File: config.mk
export PLATFORM = sky130hd
export DESIGN_NAME = bce_exec
export DESIGN_NICKNAME = d
export VERILOG_FILES = /design/src/rtl/bce_pkg.sv /design/src/rtl/bce_exec.sv
export VERILOG_INCLUDE_DIRS = /design/src /design/src/rtl
export SDC_FILE = /design/constraint.sdc
export NUM_CORES = 1
export LEC_CHECK = 0
export ABC_AREA = 0
export BUFFER_PORTS_ARGS = -buffer_cell sky130_fd_sc_hd__buf_2
export CORE_UTILIZATION = 54
export DETAILED_ROUTE_END_ITERATION = 8
export MAX_ROUTING_LAYER = met4
export PLACE_DENSITY = 0.79
export SETUP_SLACK_MARGIN = 0.3
export SYNTH_ARGS = -nofsm -noshare
export SYNTH_HDL_FRONTEND = slang
export SYNTH_SLANG_ARGS = --single-unit
export TNS_END_PERCENT = 5
File: constraint.sdc
create_clock -name ref_clk -period 2.9 [get_ports ref_clk]
set_clock_uncertainty 0.05 [all_clocks]
set_input_delay 0 -clock ref_clk [delete_from_list [all_inputs] [get_ports ref_clk]]
set_output_delay 0 -clock ref_clk [all_outputs]
set_load 0.02 [all_outputs]
File: src/rtl/bce_consts.svh
// constants for the branch and control execution block
// assumes a 16-bit instruction stream with 32-bit byte addresses
`ifndef BCE_CONSTS_SVH
`define BCE_CONSTS_SVH

// address arithmetic, in bytes
`define BCE_INSN_SIZE      32'h0000_0002
`define BCE_CALL_SIZE      32'h0000_0004
`define BCE_PC_AHEAD       32'h0000_0004

// offset field widths, in bits; the fields count halfwords
`define BCE_OFS_BRANCH_W   11
`define BCE_OFS_COND_W     8
`define BCE_OFS_CALL_W     24

// register indices that a register branch may not name
`define BCE_REG_STACK      4'hd
`define BCE_REG_PC         4'hf

// reset values
`define BCE_MASK_RESET     1'b0
`define BCE_TBIT_RESET     1'b1

`endif

File: src/rtl/bce_pkg.sv
// types shared by the branch and control execution block
// assumes the constants header is compiled alongside
`default_nettype none
package bce_pkg;

    typedef enum logic [3:0] {
        OP_OTHER                 = 4'h0,
        OP_MEM_ACCESS            = 4'h1,
        OP_BRANCH                = 4'h2,
        OP_BRANCH_COND           = 4'h3,
        OP_CALL_WITH_RETURN      = 4'h4,
        OP_JUMP_REGISTER         = 4'h5,
        OP_CALL_REGISTER         = 4'h6,
        OP_DEBUG_HALT            = 4'h7,
        OP_IRQ_MASK_SET          = 4'h8,
        OP_IRQ_MASK_CLEAR        = 4'h9,
        OP_MEMORY_ORDER_FENCE    = 4'ha,
        OP_MEMORY_COMPLETE_FENCE = 4'hb,
        OP_FETCH_FLUSH_FENCE     = 4'hc,
        OP_EVENT_WAIT            = 4'hd
    } bce_op_t;

    typedef enum logic [1:0] {
        ST_RUN      = 2'b00,
        ST_ORDER    = 2'b01,
        ST_COMPLETE = 2'b10,
        ST_HALT     = 2'b11
    } bce_state_t;

    // one decoded instruction with its operands
    typedef struct packed {
        bce_op_t     op;
        logic [3:0]  cond;
        logic [3:0]  rm_idx;
        logic [23:0] imm;
        logic [31:0] pc;
        logic [31:0] rm_val;
    } bce_instr_t;

    // condition flags, negative zero carry overflow
    typedef struct packed {
        logic n;
        logic z;
        logic c;
        logic v;
    } bce_flags_t;

    // fetch redirect request
    typedef struct packed {
        logic        valid;
        logic [31:0] target;
    } bce_redirect_t;

    // link register write
    typedef struct packed {
        logic        we;
        logic [31:0] data;
    } bce_link_t;

endpackage
`default_nettype wire

File: src/rtl/bce_exec.sv
// branch and control execution stage of a small 32-bit core
// assumes decode supplies operands and flags on the same clock; the
// memory system reports mem_idle when no explicit access is in flight
//
// Summary of operation
// [RULE_01] branch to pc-relative label or register target
// [RULE_02] calls write next instruction address to r14
// [RULE_03] register branch with target bit0 zero faults
// [RULE_04] link value always has bit0 set
// [RULE_05] offsets: 2 KB, -256/+254 bytes, 16 MB
// [RULE_06] target bit0 goes to t bit, cleared
// [RULE_07] software never names sp or pc as target
// [RULE_08] only the conditional branch tests flags
// [RULE_09] branches leave condition flags unchanged
// [RULE_10] breakpoint enters debug state, immediate ignored
// [RULE_11] breakpoint without debugger raises fatal fault
// [RULE_12] mask set disables, mask clear enables interrupts
// [RULE_13] unmaskable interrupt ignores the mask bit
// [RULE_14] mask, fence, breakpoint leave flags unchanged
// [RULE_15] order fence: earlier accesses observed before later
// [RULE_16] order fence never stalls non-memory instructions
// [RULE_17] complete fence stalls every later instruction
// [RULE_18] complete fence finishes once accesses drain
// [RULE_19] flush fence discards pipeline and refetches
// [RULE_20] event wait behaves as no operation
// [RULE_21] false condition continues sequentially, no change
// [RULE_22] taken branch discards fetched work, fetches target
`include "bce_consts.svh"
`default_nettype none

module bce_exec (
    input  wire logic                   ref_clk,
    input  wire logic                   resetn,
    input  wire logic                   instr_valid,
    input  wire bce_pkg::bce_instr_t    instr,
    input  wire bce_pkg::bce_flags_t    flags,
    input  wire logic                   mem_idle,
    input  wire logic                   dbg_attached,
    input  wire logic                   dbg_resume,
    input  wire logic                   irq_req,
    input  wire logic                   nmi_req,
    output logic                        instr_ready,
    output logic                        mem_instr_ready,
    output bce_pkg::bce_redirect_t      redirect,
    output bce_pkg::bce_link_t          link,
    output logic                        tbit,
    output logic                        fatal_fault,
    output logic                        debug_halted,
    output logic                        interrupt_mask_bit,
    output logic                        pipe_flush,
    output logic                        irq_take
);

    ////////////////////////////////////////////////////////////////////
    // state
    bce_pkg::bce_state_t    state_r, state_nxt;
    bce_pkg::bce_redirect_t redirect_r, redirect_nxt;
    bce_pkg::bce_link_t     link_r, link_nxt;
    logic                   ready_r, ready_nxt;
    logic                   mem_ready_r, mem_ready_nxt;
    logic                   tbit_r, tbit_nxt;
    logic                   fault_r, fault_nxt;
    logic                   mask_r, mask_nxt;
    logic                   flush_r, flush_nxt;
    logic                   irq_take_r, irq_take_nxt;
    logic                   halt_r;         // debug state, own flop

    ////////////////////////////////////////////////////////////////////
    // decode and address arithmetic
    // memory ops may stall on an order fence while others pass
    wire is_mem   = instr.op == bce_pkg::OP_MEM_ACCESS;
    wire take     = instr_valid & (is_mem ? mem_ready_r : ready_r);
    wire op_br    = take & (instr.op == bce_pkg::OP_BRANCH);
    wire op_brc   = take & (instr.op == bce_pkg::OP_BRANCH_COND);
    wire op_call  = take & (instr.op == bce_pkg::OP_CALL_WITH_RETURN);
    wire op_jreg  = take & (instr.op == bce_pkg::OP_JUMP_REGISTER);
    wire op_creg  = take & (instr.op == bce_pkg::OP_CALL_REGISTER);
    wire op_halt  = take & (instr.op == bce_pkg::OP_DEBUG_HALT);
    wire op_mset  = take & (instr.op == bce_pkg::OP_IRQ_MASK_SET);
    wire op_mclr  = take & (instr.op == bce_pkg::OP_IRQ_MASK_CLEAR);
    wire op_order = take & (instr.op == bce_pkg::OP_MEMORY_ORDER_FENCE);
    wire op_cmplt = take & (instr.op == bce_pkg::OP_MEMORY_COMPLETE_FENCE);
    wire op_flush = take & (instr.op == bce_pkg::OP_FETCH_FLUSH_FENCE);
    wire op_reg   = op_jreg | op_creg;

    // halfword offsets, sign extended then doubled
    wire [31:0] ofs_br = {{(32 - `BCE_OFS_BRANCH_W - 1){
        instr.imm[`BCE_OFS_BRANCH_W-1]}},
        instr.imm[`BCE_OFS_BRANCH_W-1:0], 1'b0};                // RULE_05
    wire [31:0] ofs_brc = {{(32 - `BCE_OFS_COND_W - 1){
        instr.imm[`BCE_OFS_COND_W-1]}},
        instr.imm[`BCE_OFS_COND_W-1:0], 1'b0};                  // RULE_05
    wire [31:0] ofs_call = {{(32 - `BCE_OFS_CALL_W - 1){
        instr.imm[`BCE_OFS_CALL_W-1]}},
        instr.imm[`BCE_OFS_CALL_W-1:0], 1'b0};                  // RULE_05
    wire [31:0] pc_base  = instr.pc + `BCE_PC_AHEAD;
    wire [31:0] tgt_br   = pc_base + ofs_br;
    wire [31:0] tgt_brc  = pc_base + ofs_brc;
    wire [31:0] tgt_call = pc_base + ofs_call;
    wire [31:0] tgt_reg  = {instr.rm_val[31:1], 1'b0};           // RULE_06
    wire        reg_lsb  = instr.rm_val[0];
    wire [31:0] seq_pc   = instr.pc + `BCE_INSN_SIZE;

    ////////////////////////////////////////////////////////////////////
    // condition evaluation, read only: nothing here writes the flags
    function automatic logic cond_pass(input logic [3:0]          cc,
                                       input bce_pkg::bce_flags_t f);
        logic r;
        r = 1'b0;
        case (cc[3:1])
            3'h0: r = f.z;
            3'h1: r = f.c;
            3'h2: r = f.n;
            3'h3: r = f.v;
            3'h4: r = f.c & ~f.z;
            3'h5: r = f.n == f.v;
            3'h6: r = ~f.z & (f.n == f.v);
            default: r = 1'b1;
        endcase
        // odd codes invert, except the always code
        return (cc[3:1] == 3'h7) ? 1'b1 : (r ^ cc[0]);
    endfunction

    // only the conditional branch consults the flags
    wire cond_true = cond_pass(instr.cond, flags);              // RULE_08
    wire brc_taken = op_brc & cond_true;

    ////////////////////////////////////////////////////////////////////
    // next state; the block has no flag write port at all, so every
    // branch, mask, fence and breakpoint leaves nzcv as it was
    always_comb begin                                  // RULE_09 RULE_14
        state_nxt     = state_r;
        redirect_nxt  = '0;
        link_nxt      = '0;
        tbit_nxt      = tbit_r;
        fault_nxt     = 1'b0;
        mask_nxt      = mask_r;
        flush_nxt     = 1'b0;
        // taken branches redirect fetch and drop younger work
        if (op_br) begin
            redirect_nxt = '{valid: 1'b1, target: tgt_br};     // RULE_01
        end
        if (brc_taken) begin
            redirect_nxt = '{valid: 1'b1, target: tgt_brc};    // RULE_22
        end
        // a false condition falls through with nothing written
        if (op_brc & ~cond_true) begin
            redirect_nxt = '0;                                  // RULE_21
        end
        if (op_call) begin
            redirect_nxt = '{valid: 1'b1, target: tgt_call};
            link_nxt = '{we: 1'b1,
                         data: (instr.pc + `BCE_CALL_SIZE) | 32'h1};
        end                                                     // RULE_02
        if (op_reg & ~reg_lsb) begin
            fault_nxt = 1'b1;                                   // RULE_03
        end
        if (op_reg & reg_lsb) begin
            redirect_nxt = '{valid: 1'b1, target: tgt_reg};    // RULE_01
            tbit_nxt = reg_lsb;                                 // RULE_06
        end
        if (op_creg & reg_lsb) begin
            link_nxt = '{we: 1'b1, data: seq_pc | 32'h1};      // RULE_04
        end
        if (op_mset) begin
            mask_nxt = 1'b1;                                    // RULE_12
        end
        if (op_mclr) begin
            mask_nxt = 1'b0;                                    // RULE_12
        end
        // refetch after the flush fence from the next address
        if (op_flush) begin
            flush_nxt    = 1'b1;                                // RULE_19
            redirect_nxt = '{valid: 1'b1, target: seq_pc};
        end
        // event wait is accepted and retires with no effect
        if (take & (instr.op == bce_pkg::OP_EVENT_WAIT)) begin
            redirect_nxt = '0;                                  // RULE_20
        end
        case (state_r)
            bce_pkg::ST_RUN: begin
                if (op_order) begin
                    state_nxt = bce_pkg::ST_ORDER;              // RULE_15
                end
                if (op_cmplt) begin
                    state_nxt = bce_pkg::ST_COMPLETE;           // RULE_17
                end
            end
            // memory ops wait; other instructions keep flowing
            bce_pkg::ST_ORDER: begin
                if (op_cmplt) begin
                    state_nxt = bce_pkg::ST_COMPLETE;
                end else if (mem_idle) begin
                    state_nxt = bce_pkg::ST_RUN;                // RULE_16
                end
            end
            bce_pkg::ST_COMPLETE: begin
                if (mem_idle) begin
                    state_nxt = bce_pkg::ST_RUN;                // RULE_18
                end
            end
            bce_pkg::ST_HALT: begin
                if (dbg_resume) begin
                    state_nxt = bce_pkg::ST_RUN;
                end
            end
            default: state_nxt = bce_pkg::ST_RUN;
        endcase
        // the immediate byte is never looked at; kept after the fence
        // states so that a breakpoint under an order fence still halts
        if (op_halt) begin
            if (dbg_attached) begin
                state_nxt = bce_pkg::ST_HALT;                   // RULE_10
            end else begin
                fault_nxt = 1'b1;                               // RULE_11
            end
        end
        // readiness is registered, so it looks one state ahead
        ready_nxt     = (state_nxt == bce_pkg::ST_RUN) |
                        (state_nxt == bce_pkg::ST_ORDER);       // RULE_17
        mem_ready_nxt = state_nxt == bce_pkg::ST_RUN;           // RULE_15
    end

    // the unmaskable request bypasses the mask bit
    assign irq_take_nxt = nmi_req | (irq_req & ~mask_r);        // RULE_13

    ////////////////////////////////////////////////////////////////////
    // registers
    always_ff @(posedge ref_clk or negedge resetn) begin
        if (!resetn) begin
            state_r     <= bce_pkg::ST_RUN;
            redirect_r  <= '0;
            link_r      <= '0;
            ready_r     <= 1'b1;
            mem_ready_r <= 1'b1;
            tbit_r      <= `BCE_TBIT_RESET;
            fault_r     <= 1'b0;
            mask_r      <= `BCE_MASK_RESET;
            flush_r     <= 1'b0;
            irq_take_r  <= 1'b0;
            halt_r      <= 1'b0;
        end else begin
            state_r     <= state_nxt;
            redirect_r  <= redirect_nxt;
            link_r      <= link_nxt;
            ready_r     <= ready_nxt;
            mem_ready_r <= mem_ready_nxt;
            tbit_r      <= tbit_nxt;
            fault_r     <= fault_nxt;
            mask_r      <= mask_nxt;
            flush_r     <= flush_nxt;
            irq_take_r  <= irq_take_nxt;
            halt_r      <= state_nxt == bce_pkg::ST_HALT;
        end
    end

    // every output comes straight from a flip-flop
    assign instr_ready        = ready_r;
    assign mem_instr_ready    = mem_ready_r;
    assign redirect           = redirect_r;
    assign link               = link_r;
    assign tbit               = tbit_r;
    assign fatal_fault        = fault_r;
    assign debug_halted       = halt_r;
    assign interrupt_mask_bit = mask_r;
    assign pipe_flush         = flush_r;
    assign irq_take           = irq_take_r;

    ////////////////////////////////////////////////////////////////////
    // checks
    property p_reg_fault;
        @(posedge ref_clk) disable iff (!resetn)
        op_reg & ~reg_lsb |=> fatal_fault & ~redirect.valid & ~link.we;
    endproperty
    a_reg_fault: assert property (p_reg_fault)                // RULE_03
        else $error("register branch with even target did not fault");
    property p_call_link;
        @(posedge ref_clk) disable iff (!resetn)
        op_call |=> link.we &&
            link.data == (($past(instr.pc) + `BCE_CALL_SIZE) | 32'h1);
    endproperty
    a_call_link: assert property (p_call_link)                // RULE_02
        else $error("call did not write the return address");
    property p_link_odd;
        @(posedge ref_clk) disable iff (!resetn)
        link.we |-> link.data[0] && ($past(op_call) || $past(op_creg));
    endproperty
    a_link_odd: assert property (p_link_odd)                  // RULE_04
        else $error("link written with bit0 clear or without a call");
    property p_reg_target;
        @(posedge ref_clk) disable iff (!resetn)
        op_reg & reg_lsb |=> redirect.valid & tbit & ~redirect.target[0]
            && redirect.target[31:1] == $past(instr.rm_val[31:1]);
    endproperty
    a_reg_target: assert property (p_reg_target)              // RULE_06
        else $error("register branch target or t bit wrong");
    property p_cond_false;
        @(posedge ref_clk) disable iff (!resetn)
        op_brc & ~cond_true |=> ~redirect.valid & ~link.we & ~fatal_fault;
    endproperty
    a_cond_false: assert property (p_cond_false)              // RULE_21
        else $error("untaken conditional branch changed state");
    property p_mask_set;
        @(posedge ref_clk) disable iff (!resetn)
        op_mset ##1 ~op_mclr |=> interrupt_mask_bit;
    endproperty
    a_mask_set: assert property (p_mask_set)                  // RULE_12
        else $error("mask bit not held after mask set");
    property p_nmi;
        @(posedge ref_clk) disable iff (!resetn)
        nmi_req |=> irq_take;
    endproperty
    a_nmi: assert property (p_nmi)                            // RULE_13
        else $error("unmaskable request was blocked");
    property p_complete_stall;
        @(posedge ref_clk) disable iff (!resetn)
        op_cmplt ##1 ~mem_idle[*2] |-> ~instr_ready & ~mem_instr_ready;
    endproperty
    a_complete_stall: assert property (p_complete_stall)      // RULE_17
        else $error("instruction accepted during completion fence");
    property p_flush;
        @(posedge ref_clk) disable iff (!resetn)
        op_flush |=> pipe_flush && redirect.valid &&
            redirect.target == $past(seq_pc);
    endproperty
    a_flush: assert property (p_flush)                        // RULE_19
        else $error("flush fence did not flush and refetch");
    property p_halt;
        @(posedge ref_clk) disable iff (!resetn)
        op_halt & dbg_attached |=> debug_halted & ~instr_ready;
    endproperty
    a_halt: assert property (p_halt)                          // RULE_10
        else $error("breakpoint did not halt with debugger");

endmodule
`default_nettype wire

==> metrics.csv, run 1 <==
metric,value,unit
syn_inst,1152,
globalplace.congestion,1.000,
hpwl,30.15,mm
synth_common_cells,"nand2_1, a21oi_1, nor2_1, ha_1, dfrtp_1",
synth_edf_count,0,
synth_ff_type,dfrtp_1,
synth.distinct_cells,75,
io_buffers,181,
cts_sinks,75,
grt_max_degree,76,
h-tree-depth,3,
async_reset_ff_frac,1.000,
numCtsBuffers,9,
crit_endpoint,redirect[30]$_DFF_PN0_/D,
grt_overflow,201,
die-width,130.6,um
worst_path_end_type,register input,
ioPinCount,186,
ys_top_cells_by_area,"dfrtp_1, ha_1, xor2_1",
yosysSeqAreaShare,0.2107,
synth.top_cell.area_share,0.2019,
status,aborted with a tool error,
ys.warnings.count,0,
start_util,0.5578,
syn_nets,1341,
synth_area_leader_cell,dfrtp_1,
error_line,[ERROR GRT-0232] Routing congestion too high. Check the congestion heatmap in the GUI.,
grt_use_total,0.8414,
synth_most_common_cell,nand2_1,
std_cell_rows,46,
clockBufferDepth,2,
haltStage,5_1_grt,
synth_seq_cells,75,
die_y,130.6,um
cts_root_buf,clkbuf_16,
avgSynthCellArea,7.747,sq um
synthesis.area,8925,sq um
## repair_timing
| action | 4_1_cts |
|---|---|
| pin swaps | 98 |
| endpoints found under the hold margin | 115 |
| hold buffers | 45 |
| endpoints found under the setup margin | 22 |
| cloned | 0 |
| resized for setup | 152 |
| setup buffers | 26 |
## metrics by stage
step	area (sq um)	util	hold WS, ps	instances	worst slack (ps)
floorplan	8980	-	-345.6	1152	-624.5
global placement	12500	0.7813	127.2	1834	-918.5
detailed placement	12500	0.7813	133.5	1834	-955.6
CTS	14300	0.8938	3.843	1921	-80.54
## logic make-up after synthesis
logic type,synth area share
compound gates,0.2931
simple gates,0.2080
buf+inv,0.04724
mux,0.01136
fa+ha+maj,0.1088
xor+xnor,0.1207
flops,0.2107
## per-layer routing
metal	overflow	GRT usage
met1	1	0.7952
met2	126	0.9966
met3	5	0.6844
met4	69	0.8884
met5	-	-
==> inputs of run 2 (changes only) <==
--- a/config.mk
+++ b/config.mk
@@ -8,11 +8,9 @@
 export LEC_CHECK = 0
 export ABC_AREA = 0
 export BUFFER_PORTS_ARGS = -buffer_cell sky130_fd_sc_hd__buf_2
-export CORE_UTILIZATION = 54
+export CORE_UTILIZATION = 39
 export DETAILED_ROUTE_END_ITERATION = 8
-export MAX_ROUTING_LAYER = met4
-export PLACE_DENSITY = 0.79
-export SETUP_SLACK_MARGIN = 0.3
+export PLACE_DENSITY_LB_ADDON = 0.15
 export SYNTH_ARGS = -nofsm -noshare
 export SYNTH_HDL_FRONTEND = slang
 export SYNTH_SLANG_ARGS = --single-unit
==> metrics.csv, run 2 <==
metric,value,unit
post-route-min-period,3116,ps
synth_area_leader_cell,dfrtp_1,
numCtsBuffers,9,
globalplace.congestion,1.012,
fin_tns_setup,-1518,ps
antenna_found_initial,0,
die_y,153.3,um
nets,1897,
setup_slack,-215.9,ps
hpwl,30.56,mm
core,22160,sq um
end_kind,register,
timing.fmax,320.9,MHz
routed-via-count,11489,
drive_above_1_share,0.4437,
tightest_slew,1154,ps
worstHoldPathCells,4,
h-tree-depth,3,
layout_commonest_cell,buf_4,
grt_pass1_wl,61.33,mm
ys.warnings.count,0,
clk_latency,330,ps
path_clk_slew,60,ps
failed_checks,setup timing,
grt_max_degree,76,
utilization,0.6748,
yosysSeqAreaShare,0.2107,
maxCapViolCount,0,
synth.top_cell.area_share,0.2019,
syn_to_final_growth,67.56,%
largest_reg_flops,33,
cts_sinks,75,
status,"complete, but fails checks",
dp.cells,1891,
final_area,14950,sq um
std_cell_rows,54,
total_power,5.149,mW
cts_tree,yes,
reg2regPathDepth,10,
finalSetupViolCount,14,
io_buffers,181,
rsz0062_at_grt,true,
cp_data_arrival_time,3280,ps
powerDensity,344.3,nW/um^2
cp_max_fo,4,
synth_most_common_cell,nand2_1,
synth.distinct_cells,75,
hold_path.class,input port to register,
finalMaxSlewViolations,0,
cts_root_buf,clkbuf_16,
ys_top_cells_by_area,"dfrtp_1, ha_1, xor2_1",
clockBufferDepth,2,
async_reset_ff_frac,1.000,
grt_overflow,0,
synthesis.area,8925,sq um
cp-start-kind,input port,
post-route-period-util,1.074,
avgSynthCellArea,7.747,sq um
ioPinCount,186,
grt_pass1_vias,11098,
ir_worst_vdd,0.2418,mV
hold_ws,7.113,ps
synth_seq_cells,75,
stdcell_count,1993,
path_class,input port to register,
power.leakage,7.100,nW
dpl_cell_area,12550,sq um
finalHoldViolCount,0,
synth_edf_count,0,
synth_common_cells,"nand2_1, a21oi_1, nor2_1, ha_1, dfrtp_1",
antennaDiodeCount,0,
relSlewSlack,0.2275,
viasPerCell,5.765,
nFillCells,1845,
synth_ff_type,dfrtp_1,
die-width,153.3,um
start_util,0.4027,
crit_required,3060,ps
pre_cts_ws,-889.9,ps
route.detailed.wl_per_inst,20.09,um
drt_pre_antenna_iters,6,
dieArea,23490,sq um
grt_use_total,0.3328,
ant_nets,0,
layout_common_cells,"buf_4, buf_2, nand2_1, nor2_1, a21oi_1",
wl,40.03,mm
syn_nets,1341,
drc,0,
syn_inst,1152,
drt_iter0_drc,866,
## run 2: layout make-up
type,count,area (sq um),area share
Timing Repair Buffer,614,4431,0.2963
Clock buffer,10,229.0,0.01531
Multi-Input combinational cell,975,7802,0.5218
Inverter,33,123.9,0.008283
Clock inverter,6,137.6,0.009204
Tap cell,280,350.3,0.02343
Sequential cell,75,1881,0.1258
## run 2: power by group
group / internal, mW / switching, mW / leakage (nW)
registers: 1.12 / 0.0324 / 1.01
clock network: 0.934 / 0.479 / 0.177
logic: 1.24 / 1.35 / 5.91
## run 2: final timing paths
kind	from	endpoint	slack [ps]
worst min-delay path	instr[35]	link[3]$_DFF_PN0_	7
worst max-delay path	instr[37]	redirect[30]$_DFF_PN0_	-220
min in group asynchronous	resetn	redirect[1]$_DFF_PN0_	310
max in group asynchronous	resetn	redirect[28]$_DFF_PN0_	1870
worst max register to register	instr_ready$_DFF_PN1_	redirect[20]$_DFF_PN0_	340
worst min register to register	tbit$_DFFE_PN1P_	tbit$_DFFE_PN1P_	460
## run 2: kinds of logic (layout without fill, tap and decap cells)
family                     after synthesis  in the layout  share of synthesized area
AOI/OAI and AO/OA                      385            385                     0.2931
xor gates and xnor gates               123            123                     0.1207
adders and majority gates               77             77                     0.1088
buffers and inverters                  102            663                    0.04724
DFF                                     75             75                     0.2107
muxes                                   10             10                    0.01136
and+or+nand+nor                        380            380                     0.2080
## run 2: what timing repair did
action | 4_1_cts | 5_1_grt
gates resized for setup | 139 | 92
pin swaps | 73 | 54
endpoints found under the setup margin | 19 | 18
hold buffers | 50 | 0
endpoints found under the hold margin | 120 | 0
setup buffers | 28 | 10
## run 2: critical path, stage by stage
cell	delay, ps
buf_6	70
nand4_1	110
buf_6	160
nor3_4	220
and4_4	290
and3_4	200
xor2_1	160
buf_4	170
ha_1	250
buf_4	150
nor2b_1	130
o21ai_1	170
nand2b_1	110
a211oi_2	280
nand3_1	130
and4b_1	220
a2111oi_2	340
a21oi_1	110
## run 2: metal layers
layer,GRT usage,share of wire
met1,0.4690,0.45
met2,0.5469,0.46
met3,0.02694,0.072
met4,0.08177,0.022
met5,0,0
Note: power is estimated with default switching activity, not from simulation.
